<file path="src/rtl/sbw_map.svh">
`ifndef SBW_MAP_SVH
`define SBW_MAP_SVH
`define SBW_ADDR_CTRL 12'h000
`define SBW_ADDR_CFG 12'h004
`define SBW_ADDR_SERVICE 12'h008
`define SBW_ADDR_STATUS 12'h00C
`define SBW_ADDR_IRQ_STAT 12'h010
`define SBW_ADDR_IRQ_MASK 12'h014
`define SBW_ADDR_STATE 12'h018
`define SBW_SERVICE_KEY 32'h0000_5A5A
`define SBW_CTRL_BOOT_START 0
`define SBW_CTRL_BOOT_DONE 1
`define SBW_CTRL_HOLD 2
`define SBW_CTRL_OS_START 3
`define SBW_CTRL_HOLD_EN 4
`define SBW_IRQ_BOOT 0
`define SBW_IRQ_STAGE 1
`define SBW_IRQ_NOTIFY 2
`define SBW_IRQ_RESET 3
`define SBW_IRQ_PWRBTN 4
`define SBW_IRQ_WIDTH 5
`define SBW_US_PER_SEC 32'h000F_4240
`endif

</file>
<file path="src/rtl/sbw_pkg.sv">
package sbw_pkg;
    typedef enum logic [1:0] {
        RUN_OFF = 2'h0, RUN_SINGLE = 2'h1, RUN_ONEPASS = 2'h2, RUN_REPEAT = 2'h3
    } sbw_run_mode_type;
    typedef enum logic [1:0] {
        EV_OFF = 2'h0, EV_NOTIFY = 2'h1, EV_RESET = 2'h2, EV_PWRBTN = 2'h3
    } sbw_event_type;
    // timeout select codes: 0..4 = 1,2,5,10,30 s; 5..9 = 1,2,5,10,30 min
    typedef struct packed {
        logic [2:0] bootSel;      // 0 off, 1..6 = 30s,1m,2m,5m,10m,30m
        logic [1:0] runMode;
        logic [2:0] delaySel;     // 0 none, 1..7 = 10s,30s,1m,2m,5m,10m,30m
        logic [1:0] ev1;
        logic [1:0] ev2;
        logic [1:0] ev3;
        logic [3:0] tmo1;
        logic [3:0] tmo2;
        logic [3:0] tmo3;
        logic notifyRestart;
    } sbw_cfg_type;
    typedef struct packed {
        logic sysReset;
        logic pwrButton;
        logic overTemp;
        logic fatalError;
    } sbw_action_type;
endpackage : sbw_pkg

</file>
<file path="src/rtl/staged_boot_and_runtime_watchdog.sv">
// What this block does
// - boot watchdog timeout off, 30s, 1, 2, 5, 10 or 30 minutes
// - boot watchdog counts only during self test, resets on expiry
// - optionally hold boot watchdog during boot popup or password wait
// - runtime modes off, single-service, one-pass, repeat; armed at OS start
// - single-service mode disables itself on first service
// - one-pass mode runs each configured stage once, then disables
// - repeat mode re-runs final stage until system reset
// - runtime start delay none, 10s, 30s, 1, 2, 5, 10 or 30 minutes
// - stage one always enabled, raises notify, reset or power button
// - stages two and three may be off or raise any event
// - each stage timeout 1..30 seconds or 1..30 minutes, independent
// - notify event requests critical shutdown or restart, by configuration
// - shutdown notification signals over-temperature to the OS
// - restart notification reports fatal platform error to the OS
`timescale 1ns/1ps
`include "sbw_map.svh"
module staged_boot_and_runtime_watchdog #(
    parameter int CLK_HZ = 40_000_000,
    // cycles per second; shorten for simulation
    parameter logic [31:0] TICK_CYCLES = 32'(CLK_HZ)
) (
    // clock and reset
    input wire logic sys_clk,
    input wire logic resetn,
    // apb slave
    input wire logic psel,
    input wire logic penable,
    input wire logic pwrite,
    input wire logic [11:0] paddr,
    input wire logic [31:0] pwdata,
    output logic [31:0] prdata,
    output logic pready,
    output logic pslverr,
    // system actions
    output sbw_pkg::sbw_action_type action,
    output logic irq
);
    typedef enum logic [4:0] {
        ST_IDLE = 5'b00001, ST_DELAY = 5'b00010, ST_STAGE = 5'b00100,
        ST_DONE = 5'b01000, ST_OFF = 5'b10000
    } sbw_state_type;

    sbw_pkg::sbw_cfg_type cfg_r;
    logic [4:0] ctrl_r;
    logic bootRun_r;
    logic [31:0] tickCnt_r;
    logic tick;
    logic [11:0] bootSec_r;
    logic [11:0] runSec_r;
    sbw_state_type state_r;
    logic [1:0] stage_r;
    logic [`SBW_IRQ_WIDTH-1:0] irqStat_r;
    logic [`SBW_IRQ_WIDTH-1:0] irqMask_r;
    logic [`SBW_IRQ_WIDTH-1:0] irqSet;
    logic [`SBW_IRQ_WIDTH-1:0] irqClr;
    sbw_pkg::sbw_action_type action_nxt;
    logic wrEn;
    logic service;
    logic bootExpire;
    logic stageExpire;
    logic [1:0] nextStage;
    logic nextValid;
    logic [1:0] curEvent;
    logic [31:0] statusWord;

    function automatic logic [11:0] stageSecs(input logic [3:0] sel);
        unique case (sel)
            4'h0: stageSecs = 12'h001;
            4'h1: stageSecs = 12'h002;
            4'h2: stageSecs = 12'h005;
            4'h3: stageSecs = 12'h00A;
            4'h4: stageSecs = 12'h01E;
            4'h5: stageSecs = 12'h03C;
            4'h6: stageSecs = 12'h078;
            4'h7: stageSecs = 12'h12C;
            4'h8: stageSecs = 12'h258;
            default: stageSecs = 12'h708;
        endcase
    endfunction : stageSecs

    function automatic logic [1:0] stageEvent(input sbw_pkg::sbw_cfg_type c,
                                              input logic [1:0] s);
        unique case (s)
            2'h0: stageEvent = c.ev1;
            2'h1: stageEvent = c.ev2;
            default: stageEvent = c.ev3;
        endcase
    endfunction : stageEvent

    function automatic logic [3:0] stageTmo(input sbw_pkg::sbw_cfg_type c,
                                            input logic [1:0] s);
        unique case (s)
            2'h0: stageTmo = c.tmo1;
            2'h1: stageTmo = c.tmo2;
            default: stageTmo = c.tmo3;
        endcase
    endfunction : stageTmo

    // boot codes map onto the stage table, 30s is code 4
    function automatic logic [11:0] bootSecs(input logic [2:0] sel);
        bootSecs = stageSecs(4'(sel) + 4'h3);
    endfunction : bootSecs

    function automatic logic [11:0] delaySecs(input logic [2:0] sel);
        delaySecs = stageSecs(4'(sel) + 4'h2);
    endfunction : delaySecs

    // one decode for every register write strobe
    function automatic logic wrHit(input logic en, input logic [11:0] a,
                                   input logic [11:0] target);
        wrHit = en && a == target;
    endfunction : wrHit

    assign wrEn = psel && penable && pwrite;
    assign service = wrHit(wrEn, paddr, `SBW_ADDR_SERVICE) && pwdata == `SBW_SERVICE_KEY;
    assign tick = tickCnt_r == TICK_CYCLES - 32'h0000_0001;
    // status layout: boot seconds left, stage, boot running, state
    assign statusWord = {8'h00, bootSec_r, 2'b00, stage_r, 1'b0, bootRun_r, 1'b0, state_r};

    // free-running, so a restart may see its first second cut short
    always_ff @(posedge sys_clk or negedge resetn)
    begin
        if (!resetn)
            tickCnt_r <= 32'h0000_0000;
        else if (tick)
            tickCnt_r <= 32'h0000_0000;
        else
            tickCnt_r <= tickCnt_r + 32'h0000_0001;
    end

    // apb: zero wait states, unmapped addresses answer with slverr
    always_ff @(posedge sys_clk or negedge resetn)
    begin
        if (!resetn)
        begin
            cfg_r <= '0;
            ctrl_r <= 5'h00;
            irqMask_r <= '0;
        end
        else
        begin
            if (wrHit(wrEn, paddr, `SBW_ADDR_CFG))
                cfg_r <= sbw_pkg::sbw_cfg_type'(pwdata[$bits(sbw_pkg::sbw_cfg_type)-1:0]);
            if (wrHit(wrEn, paddr, `SBW_ADDR_CTRL))
                ctrl_r <= pwdata[4:0];
            else
            begin
                // start, done and os-start bits are self-clearing pulses
                ctrl_r[`SBW_CTRL_BOOT_START] <= 1'b0;
                ctrl_r[`SBW_CTRL_BOOT_DONE] <= 1'b0;
                ctrl_r[`SBW_CTRL_OS_START] <= 1'b0;
            end
            if (wrHit(wrEn, paddr, `SBW_ADDR_IRQ_MASK))
                irqMask_r <= pwdata[`SBW_IRQ_WIDTH-1:0];
        end
    end

    always_ff @(posedge sys_clk or negedge resetn)
    begin
        if (!resetn)
        begin
            prdata <= 32'h0000_0000;
            pready <= 1'b0;
            pslverr <= 1'b0;
        end
        else
        begin
            pready <= psel && !penable;
            pslverr <= 1'b0;
            prdata <= 32'h0000_0000;
            if (psel && !penable)
            begin
                unique case (paddr)
                    `SBW_ADDR_CTRL: prdata <= 32'(ctrl_r);
                    `SBW_ADDR_CFG: prdata <= 32'(cfg_r);
                    `SBW_ADDR_SERVICE: prdata <= 32'h0000_0000;
                    `SBW_ADDR_STATUS: prdata <= statusWord;
                    `SBW_ADDR_IRQ_STAT: prdata <= 32'(irqStat_r);
                    `SBW_ADDR_IRQ_MASK: prdata <= 32'(irqMask_r);
                    `SBW_ADDR_STATE: prdata <= {20'h0_0000, runSec_r};
                    default: pslverr <= 1'b1;
                endcase
            end
        end
    end

    // boot watchdog
    assign bootExpire = bootRun_r && tick && bootSec_r == 12'h001
        && !(ctrl_r[`SBW_CTRL_HOLD_EN] && ctrl_r[`SBW_CTRL_HOLD]);

    always_ff @(posedge sys_clk or negedge resetn)
    begin
        if (!resetn)
        begin
            bootRun_r <= 1'b0;
            bootSec_r <= 12'h000;
        end
        else if (ctrl_r[`SBW_CTRL_BOOT_START] && cfg_r.bootSel != 3'h0)
        begin
            bootRun_r <= 1'b1;
            bootSec_r <= bootSecs(cfg_r.bootSel);
        end
        else if (ctrl_r[`SBW_CTRL_BOOT_DONE] || bootExpire)
            bootRun_r <= 1'b0;
        else if (bootRun_r && tick && !(ctrl_r[`SBW_CTRL_HOLD_EN] && ctrl_r[`SBW_CTRL_HOLD]))
            bootSec_r <= bootSec_r - 12'h001;
    end

    // runtime watchdog
    assign curEvent = stageEvent(cfg_r, stage_r);
    assign stageExpire = state_r == ST_STAGE && tick && runSec_r == 12'h001;

    // next enabled stage; stage one is never skipped
    always_comb
    begin
        nextValid = 1'b0;
        nextStage = stage_r;
        if (stage_r == 2'h0 && cfg_r.ev2 != 2'(sbw_pkg::EV_OFF))
        begin
            nextValid = 1'b1;
            nextStage = 2'h1;
        end
        else if (stage_r != 2'h2 && cfg_r.ev3 != 2'(sbw_pkg::EV_OFF))
        begin
            nextValid = 1'b1;
            nextStage = 2'h2;
        end
    end

    always_ff @(posedge sys_clk or negedge resetn)
    begin
        if (!resetn)
        begin
            state_r <= ST_IDLE;
            stage_r <= 2'h0;
            runSec_r <= 12'h000;
        end
        else
        begin
            unique case (state_r)
                ST_IDLE, ST_OFF, ST_DONE:
                    if (ctrl_r[`SBW_CTRL_OS_START])
                    begin
                        if (cfg_r.runMode == 2'(sbw_pkg::RUN_OFF))
                            state_r <= ST_OFF;
                        else if (cfg_r.delaySel == 3'h0)
                        begin
                            state_r <= ST_STAGE;
                            stage_r <= 2'h0;
                            runSec_r <= stageSecs(cfg_r.tmo1);
                        end
                        else
                        begin
                            state_r <= ST_DELAY;
                            runSec_r <= delaySecs(cfg_r.delaySel);
                        end
                    end
                ST_DELAY:
                    if (tick && runSec_r == 12'h001)
                    begin
                        state_r <= ST_STAGE;
                        stage_r <= 2'h0;
                        runSec_r <= stageSecs(cfg_r.tmo1);
                    end
                    else if (tick)
                        runSec_r <= runSec_r - 12'h001;
                ST_STAGE:
                    // a service in the same cycle as an expiry decides the next state, but the expiry's action still pulses
                    if (service && cfg_r.runMode == 2'(sbw_pkg::RUN_SINGLE))
                        state_r <= ST_OFF;
                    else if (service)
                    begin
                        stage_r <= 2'h0;
                        runSec_r <= stageSecs(cfg_r.tmo1);
                    end
                    else if (stageExpire && nextValid)
                    begin
                        stage_r <= nextStage;
                        runSec_r <= stageSecs(stageTmo(cfg_r, nextStage));
                    end
                    else if (stageExpire && cfg_r.runMode == 2'(sbw_pkg::RUN_REPEAT))
                        runSec_r <= stageSecs(stageTmo(cfg_r, stage_r));
                    else if (stageExpire)
                        state_r <= ST_DONE;
                    else if (tick)
                        runSec_r <= runSec_r - 12'h001;
            endcase
        end
    end

    // actions: one-cycle pulses
    always_comb
    begin
        action_nxt = '0;
        if (bootExpire)
            action_nxt.sysReset = 1'b1;
        if (stageExpire)
        begin
            unique case (curEvent)
                2'(sbw_pkg::EV_NOTIFY):
                begin
                    action_nxt.overTemp = !cfg_r.notifyRestart;
                    action_nxt.fatalError = cfg_r.notifyRestart;
                end
                2'(sbw_pkg::EV_RESET): action_nxt.sysReset = 1'b1;
                2'(sbw_pkg::EV_PWRBTN): action_nxt.pwrButton = 1'b1;
                default: ; // stage one coded off still acts as a reset
            endcase
            if (stage_r == 2'h0 && curEvent == 2'(sbw_pkg::EV_OFF))
                action_nxt.sysReset = 1'b1;
        end
    end

    always_ff @(posedge sys_clk or negedge resetn)
    begin
        if (!resetn)
            action <= '0;
        else
            action <= action_nxt;
    end

    // interrupts: set wins over write-one-to-clear
    assign irqSet = {action_nxt.pwrButton, action_nxt.sysReset,
                     action_nxt.overTemp | action_nxt.fatalError, stageExpire, bootExpire};
    assign irqClr = wrHit(wrEn, paddr, `SBW_ADDR_IRQ_STAT) ? pwdata[`SBW_IRQ_WIDTH-1:0] : '0;

    always_ff @(posedge sys_clk or negedge resetn)
    begin
        if (!resetn)
        begin
            irqStat_r <= '0;
            irq <= 1'b0;
        end
        else
        begin
            irqStat_r <= (irqStat_r & ~irqClr) | irqSet;
            // built from the updated status so irq rises with the bit
            irq <= |(((irqStat_r & ~irqClr) | irqSet) & irqMask_r);
        end
    end
endmodule : staged_boot_and_runtime_watchdog

</file>
<file path="config.mk">
export PLATFORM = sky130hd
export DESIGN_NAME = staged_boot_and_runtime_watchdog
export DESIGN_NICKNAME = d
export VERILOG_FILES = /design/src/rtl/sbw_pkg.sv /design/src/rtl/staged_boot_and_runtime_watchdog.sv
export VERILOG_INCLUDE_DIRS = /design/src /design/src/rtl
export SDC_FILE = /design/constraint.sdc
export NUM_CORES = 1
export LEC_CHECK = 0
export ABC_AREA = 1
export BUFFER_PORTS_ARGS = -buffer_cell sky130_fd_sc_hd__buf_2
export CORE_MARGIN = 2
export CORE_UTILIZATION = 48
export DETAILED_ROUTE_END_ITERATION = 6
export GPL_TIMING_DRIVEN = 0
export PLACE_DENSITY = 0.67
export REMOVE_ABC_BUFFERS = 1
export SYNTH_ARGS = -nofsm -noshare
export SYNTH_HDL_FRONTEND = slang
export SYNTH_SLANG_ARGS = --single-unit
</file>
<file path="constraint.sdc">
create_clock -name sys_clk -period 4.5 [get_ports sys_clk]
set_clock_uncertainty 0.1 [all_clocks]
set_input_delay 0.225 -clock sys_clk [delete_from_list [all_inputs] [get_ports sys_clk]]
set_output_delay 0.225 -clock sys_clk [all_outputs]
set_load 0.005 [all_outputs]
</file>
# Word level (Yosys, flattened, before mapping)
# Memory sizes are Yosys's and may differ from the RTL's.
# Cells that the tools add are included.
[totals] ff_bits=145 rom_bits=1120 input_bits=49 out_inout_bits=39 memories=7
[memory_table] memory="(name not given)" words=16 width=10 rd=1 rd_clocked_by_memory_dff=0 wr=0 line="staged_boot_and_runtime_watchdog.sv:68" text="unique case (sel)"
[memory_table] memory="(name not given)" words=16 width=10 rd=1 rd_clocked_by_memory_dff=0 wr=0 line="staged_boot_and_runtime_watchdog.sv:68"
[memory_table] memory="(name not given)" words=16 width=10 rd=1 rd_clocked_by_memory_dff=0 wr=0 line="staged_boot_and_runtime_watchdog.sv:68"
[memory_table] memory="(name not given)" words=16 width=10 rd=1 rd_clocked_by_memory_dff=0 wr=0 line="staged_boot_and_runtime_watchdog.sv:68"
[memory_table] memory="(name not given)" words=16 width=10 rd=1 rd_clocked_by_memory_dff=0 wr=0 line="staged_boot_and_runtime_watchdog.sv:68"
[memory_table] memory="(name not given)" words=16 width=10 rd=1 rd_clocked_by_memory_dff=0 wr=0 line="staged_boot_and_runtime_watchdog.sv:68"
[memory_table] memory="+1 memories"
[op_classes] addsub=5 eq_ne=35 muxes=64 bitwise=5 reduce_logical=46
[ops] operator="$pmux 27 s6" count=1
[ops] operator="$mux 12" count=13
[ops] operator="$mux 5" count=9
[ops] operator="$mux 4" count=10
[ops] operator="$eq 12x5->1 const B" count=3
[ops] operator="$pmux 12 s3" count=1
[ops] operator="$add 32x1->32 const B" count=1
[ops] operator="$eq 32x15->1 const B" count=1
[ops] operator="$eq 32x26->1 const B" count=1
[ops] operator="$mux 32" count=1
[ops] operator="$mux 27" count=1
[ops] operator="$eq 12x1->1 const B" count=2
[ops] operator="$eq 12x4->1 const B" count=2
[ops] operator="$logic_and 1x1->1" count=24
[ops] operator="$sub 12x1->12 const B" count=2
[ops] operator="$mux 2" count=11
[ops] operator="$pmux 4 s2" count=2
[ops] operator="$pmux 5 s3" count=1
[ops] operator="$ne 2x2->1 const B" count=7
[ops] operator="$eq 12x3->1 const B" count=1
[ops] operator="$logic_not 12->1" count=1
[ops] operator="$reduce_and 6->1" count=2
[ops] operator="$mux 1" count=11
[ops] operator="$and 5x5->5" count=2
[ops] operator="28 further kinds" count=45

# Depth between registers and ports, before layout
# An unclocked memory read counts as a cell.
[depth] ltp_word=15 mapped_depth=16 depth_no_buf=16

# Least setup slack after synthesis
# No wires, ideal clock.
[synth_timing] path_kind="register to register" startpoint="register tickCnt_r[0]" endpoint="register bootSec_r[3]" setup_ps=118 t_arrival_ps=1800 required_time_ps=4282 path_slack_ps=2482 stages_incl_launch_ff=14 n_path_buf=1 synth_period_minus_slack_ps=2018 cell_sequence="dfrtp_1 > ha_1 > nand2_1 > nor2_2 > nand2_1 > nor2_4 > nand2_4 > nor2_8 > a31oi_2 > nand2_2 > nand2_4 > buf_6 > nand2_1 > o21ai_2"
[synth_between] elab_chain_len=7 elab_cells_between_ends=9 classes_between="eq/ne: 2; reduce/logical: 7"
[synth_lines] item="from (decl)" line="staged_boot_and_runtime_watchdog.sv:47" text="logic [31:0] tickCnt_r;"
[synth_lines] item="from (signal assigned)" line="staged_boot_and_runtime_watchdog.sv:129" text="tickCnt_r <= tickCnt_r + 32'h0000_0001;"
[synth_lines] item="$eq 32x26->1 (*)" line="staged_boot_and_runtime_watchdog.sv:117" text="assign tick = tickCnt_r == TICK_CYCLES - 32'h0000_0001;"
[synth_lines] item="$logic_and 1x1->1 (*)" line="staged_boot_and_runtime_watchdog.sv:189, staged_boot_and_runtime_watchdog.sv:206"
[synth_lines] item="$logic_and 1x1->1 (2 in a row)" line="staged_boot_and_runtime_watchdog.sv:189" text="assign bootExpire = bootRun_r && tick && bootSec_r == 12'h001"
[synth_lines] item="$logic_or 1x1->1" line="staged_boot_and_runtime_watchdog.sv:204" text="else if (ctrl_r[`SBW_CTRL_BOOT_DONE] || bootExpire)"
[synth_lines] item="$ne 2x2->1 (no source line)"
[synth_lines] item="$reduce_and 2->1 (no source line) (*)"
[synth_lines] item="to (signal assigned)" line="staged_boot_and_runtime_watchdog.sv:202" text="bootSec_r <= bootSecs(cfg_r.bootSel);"
[synth_lines] item="to (signal assigned)" line="staged_boot_and_runtime_watchdog.sv:207" text="bootSec_r <= bootSec_r - 12'h001;"
[synth_lines] item="to (decl)" line="staged_boot_and_runtime_watchdog.sv:49" text="logic [11:0] bootSec_r;"
# Every way passes the cells marked *; elsewhere a longest branch is shown, timed or not.
# A chain may end at the register's enable or synchronous reset.

# Worst setup path in the final report
[layout_timing] startpoint="register tickCnt_r[26]" endpoint="register runSec_r[0]"
[layout_between] elab_chain_len=9 elab_cells_between_ends=16 classes_between="eq/ne: 2; mux: 8; reduce/logical: 6"
[layout_lines] item="$eq 32x26->1 (*)" line="staged_boot_and_runtime_watchdog.sv:117"
[layout_lines] item="$logic_and 1x1->1 (2 in a row)" line="staged_boot_and_runtime_watchdog.sv:212" text="assign stageExpire = state_r == ST_STAGE && tick && runSec_r == 12'h001;"
[layout_lines] item="$logic_and 1x1->1" line="staged_boot_and_runtime_watchdog.sv:282" text="else if (stageExpire && cfg_r.runMode == 2'(sbw_pkg::RUN_REPEAT))"
[layout_lines] item="$mux 12" line="staged_boot_and_runtime_watchdog.sv:282"
[layout_lines] item="$mux 12" line="staged_boot_and_runtime_watchdog.sv:277" text="else if (stageExpire && nextValid)"
[layout_lines] item="$mux 12" line="staged_boot_and_runtime_watchdog.sv:272" text="else if (service)"
[layout_lines] item="$mux 12" line="staged_boot_and_runtime_watchdog.sv:270" text="if (service && cfg_r.runMode == 2'(sbw_pkg::RUN_SINGLE))"
[layout_lines] item="$pmux 12 s3" line="staged_boot_and_runtime_watchdog.sv:241" text="unique case (state_r)"
[layout_lines] item="to (signal assigned)" line="staged_boot_and_runtime_watchdog.sv:275" text="runSec_r <= stageSecs(cfg_r.tmo1);"
[layout_lines] item="to (signal assigned)" line="staged_boot_and_runtime_watchdog.sv:280" text="runSec_r <= stageSecs(stageTmo(cfg_r, nextStage));"
[layout_lines] item="to (signal assigned)" line="staged_boot_and_runtime_watchdog.sv:283" text="runSec_r <= stageSecs(stageTmo(cfg_r, stage_r));"
[layout_lines] item="to (decl)" line="staged_boot_and_runtime_watchdog.sv:50" text="logic [11:0] runSec_r;"
# Every way passes the cells marked *; elsewhere a longest branch is shown, timed or not. The select of a mux whose other input is x is not followed.

==> metrics.csv <==
stage,metric,value,unit
layout,fin_nets,1507,
placed_design,gp_congestion,1.00,
logic_synthesis,synth_edf_count,0,
grt,grt_max_degree,73,
logic_synthesis,synth-seq-area-share,37.4,%
sta,setup_tns,0,ns
sta,rsz0062_at_grt,no,
logic_synthesis,ys_types,54,
routing,drcViolationCount,0,
sta,hold_viol,0,
pwr,power.leakage,5.32,nW
logic_synthesis,synth_top_area_share,37.2,%
routing,dr.pass1.iters,6,
logic_synthesis,synth.avg_cell_area,6.91,um^2
cts,clk_path_buf_depth,2,
die,initial_core_util,48.6,%
logic_synthesis,synth_area_leaders,"dfrtp_1 (37%), nand2_1 (13%), inv_1 (8.1%)",
pwr,seq_power_share,42.1,%
pwr,ir_worst_vdd,236,uV
sta,setup_viol,0,
layout,diodes,0,
logic_synthesis,ys_warn_count,0,
die,die-area,20600,um^2
worst_setup_path,path_max_fanout,13,
placed_design,postPlaceCellArea,10000,um^2
sta,drv_slew,0,
cts,cts.sinks,140,
sta,relSlewSlack,38.3,%
grt,overflow,0,
cts,worstSkewPairLatency,0.43,ns
worst_setup_path,required,4.75,ns
pwr,p_int,2.31,mW
worst_setup_path,startpoint_type,flop,
die,io_pins,88,
die,die_height,144,um
grt,grt_pass1_wl,45.3,mm
cts,clk_pin_slew_worst_paths,0.07,ns
cts,clock-root-buffer,clkbuf_16,
logic_synthesis,synth_seq_cells,140,
logic_synthesis,syn_area,9360,um^2
logic_synthesis,synth_ff_type,dfrtp_1,
pwr,power,3.36,mW
routing,drt_iter0_markers,970,
routing,routed_wl,28.7,mm
worst_setup_path,cp-end-kind,flop,
routing,via_per_inst,5.40,
die,core_area,19300,um^2
logic_synthesis,async_flop_share,100,%
grt,antenna_found_initial,0,
pwr,p_per_area,313,nW/um^2
routing,post_drt_wl_per_cell,16.7,um
sta,fin_hold_ws,0.00188,ns
die,fp-row-count,51,
min_path,hold_class,input port to flop,
routing,vias,9317,
layout,syn_to_final_growth,14.5,%
logic_synthesis,syn_inst,1354,
grt,grt_pass1_vias,8407,
grt,track_usage,28.7,%
die,die_w,144,um
pwr,power_frac_comb,17.2,%
placed_design,dpl.hpwl,22.1,mm
flow_run,max_cap_viol_count,0,
cts,cts_resized,0,
sta,max_freq,363,MHz
cts,cts_buffers,17,
layout,stdcell_area,10700,um^2
worst_setup_path,critPathKind,flop to flop,
cts,cts.htree.levels,4,
pwr,p_clk_share,40.7,%
run_status,status,"complete, no violations",
sta,worst_slew_pin_slew,0.923,ns
sta,fin_crit,2.75,ns
routing,ant_nets,0,
layout,final_layout_size_suffix_gt1_share,12.7,%
sta,post-route-period-util,61.2,%
cts,cts_tree,done,
worst_setup_path,critPathArrivalTime,3.01,ns
pwr,power.share.switching,31.4,%
logic_synthesis,yosys.area.top_type,dfrtp_1,
placed_design,io_buffers,82,
pwr,switching_power,1.05,mW
[placed cells by master, fill, tap and decap left out, types with 5 or more instances in the layout]
cell,count
a21oi_1,46
a22oi_1,13
a31oi_1,7
buf_2,81
clkbuf_16,17
conb_1,5
dfrtp_1,139
dlygate4sd3_1,15
ha_1,8
inv_1,201
inv_2,8
nand2_1,320
nand2_2,9
nand2_4,5
nand3_1,87
nand3b_1,8
nand4_1,37
nor2_1,189
nor2_2,11
nor2_4,11
nor3_1,28
nor4_1,6
o211ai_1,7
o21ai_0,95
o21ai_1,10
o21ai_2,7
o22ai_1,11
xor2_1,19
[cell families after synthesis]
kind of cell	count (synthesis)	synth area share, %
adder cells (fa/ha/maj)	8	1.07
AND/OR/NAND/NOR	729	35.6
multiplexers	3	0.361
AO/OA/AOI/OAI	214	13.1
buffers and inverters	237	10.2
XOR/XNOR	22	2.06
other	1	0.0401
flip-flops	140	37.4
[worst paths after layout]
kind                                     from     endpoint  slack (ns)  cells past startpoint
worst max-delay path            tickCnt_r[26]  runSec_r[0]        1.75                     13
worst min-delay path                pwdata[9]     cfg_r[9]       0.002                      3
worst max register to register  tickCnt_r[26]  runSec_r[0]        1.75                     13
worst min register to register       cfg_r[0]    action[1]        0.38                      1
max in group asynchronous              resetn    cfg_r[21]        3.27                      3
min in group asynchronous              resetn      pslverr        0.26                      2
[layout make-up]
| type | instances | area (um^2) |
|---|---|---|
| fill | 1931 | 8550 |
| multi-input combinational | 981 | 4920 |
| clock inverter | 11 | 123 |
| inverter | 210 | 788 |
| sequential | 140 | 3500 |
| tap | 265 | 332 |
| clock buffer | 18 | 429 |
| timing repair buffer | 100 | 624 |
[power by group through the flow]
stage | Combinational, mW | Sequential, mW | Clock, mW
after floorplan | 0.382 | 1.39 | 0
after global placement | 0.541 | 1.43 | 0
after detailed placement | 0.552 | 1.43 | 0
after CTS | 0.568 | 1.41 | 1.38
after global routing | 0.649 | 1.42 | 1.44
final | 0.577 | 1.41 | 1.37
[Yosys cell counts (all sizes together), types with 2 or more instances]
library cell	instances
xor2	19
nor4	8
buf	16
nor3	32
nand3b	8
nor2	212
o22ai	11
o211ai	7
o21ai	112
o21a	3
mux2	3
a221oi	3
nand2	334
inv	209
or2	3
a211oi	3
clkbuf	11
a21oi	46
ha	8
xnor2	3
a31oi	8
nand3	92
a32oi	2
a22oi	13
o31ai	2
dfrtp	139
nand4	39
[flip-flops by register name, summed over array words and instances (netlist names), 2 cells and up]
| signal | count |
|---|---|
| action | 4 |
| bootSec_r | 12 |
| cfg_r | 27 |
| ctrl_r | 5 |
| irqMask_r | 5 |
| irqStat_r | 5 |
| prdata | 27 |
| runSec_r | 12 |
| stage_r | 2 |
| state_r | 5 |
| tickCnt_r | 32 |
[stage by stage]
stage	utilization, %	setup slack, ns	cells
after floorplan	-	2.08	1331
after global placement	51.6	0.929	1678
after detailed placement	52.0	1.52	1681
after CTS	55.6	1.81	1725
after global routing	55.6	1.60	1725
final	55.6	1.75	1725
[what timing repair did]
| action | in CTS | in global routing |
|---|---|---|
| endpoints found under the setup margin | 0 | 0 |
| endpoints found under the hold margin | 81 | 0 |
| buffers inserted | 0 | 0 |
| hold buffers | 15 | 0 |
[critical path, cell delays in order (launching register included)]
cell and delay (ns):
dfrtp_1 0.43, nor2_1 0.12, nand3_1 0.07, nor2_1 0.29, nand2_1 0.16, nor2_4 0.42
nand4_4 0.20, inv_2 0.10, nor2_1 0.05, nand3_2 0.10, nand2_4 0.15, inv_2 0.26
nor2_1 0.08, a21oi_1 0.13
[routing by layer]
| metal | share of wire, % | track usage, % | wire length [um] | vias to the layer above |
|---|---|---|---|---|
| met5 | 0 | 0 | 0 | - |
| met4 | 2.1 | 7.33 | 602 | 0 |
| met3 | 7.6 | 5.06 | 2170 | 38 |
| met2 | 42 | 40.7 | 12000 | 361 |
| met1 | 49 | 44.9 | 14000 | 4349 |
| li1 | - | - | - | 4569 |
No activity file was read; power rests on OpenSTA's default activity.
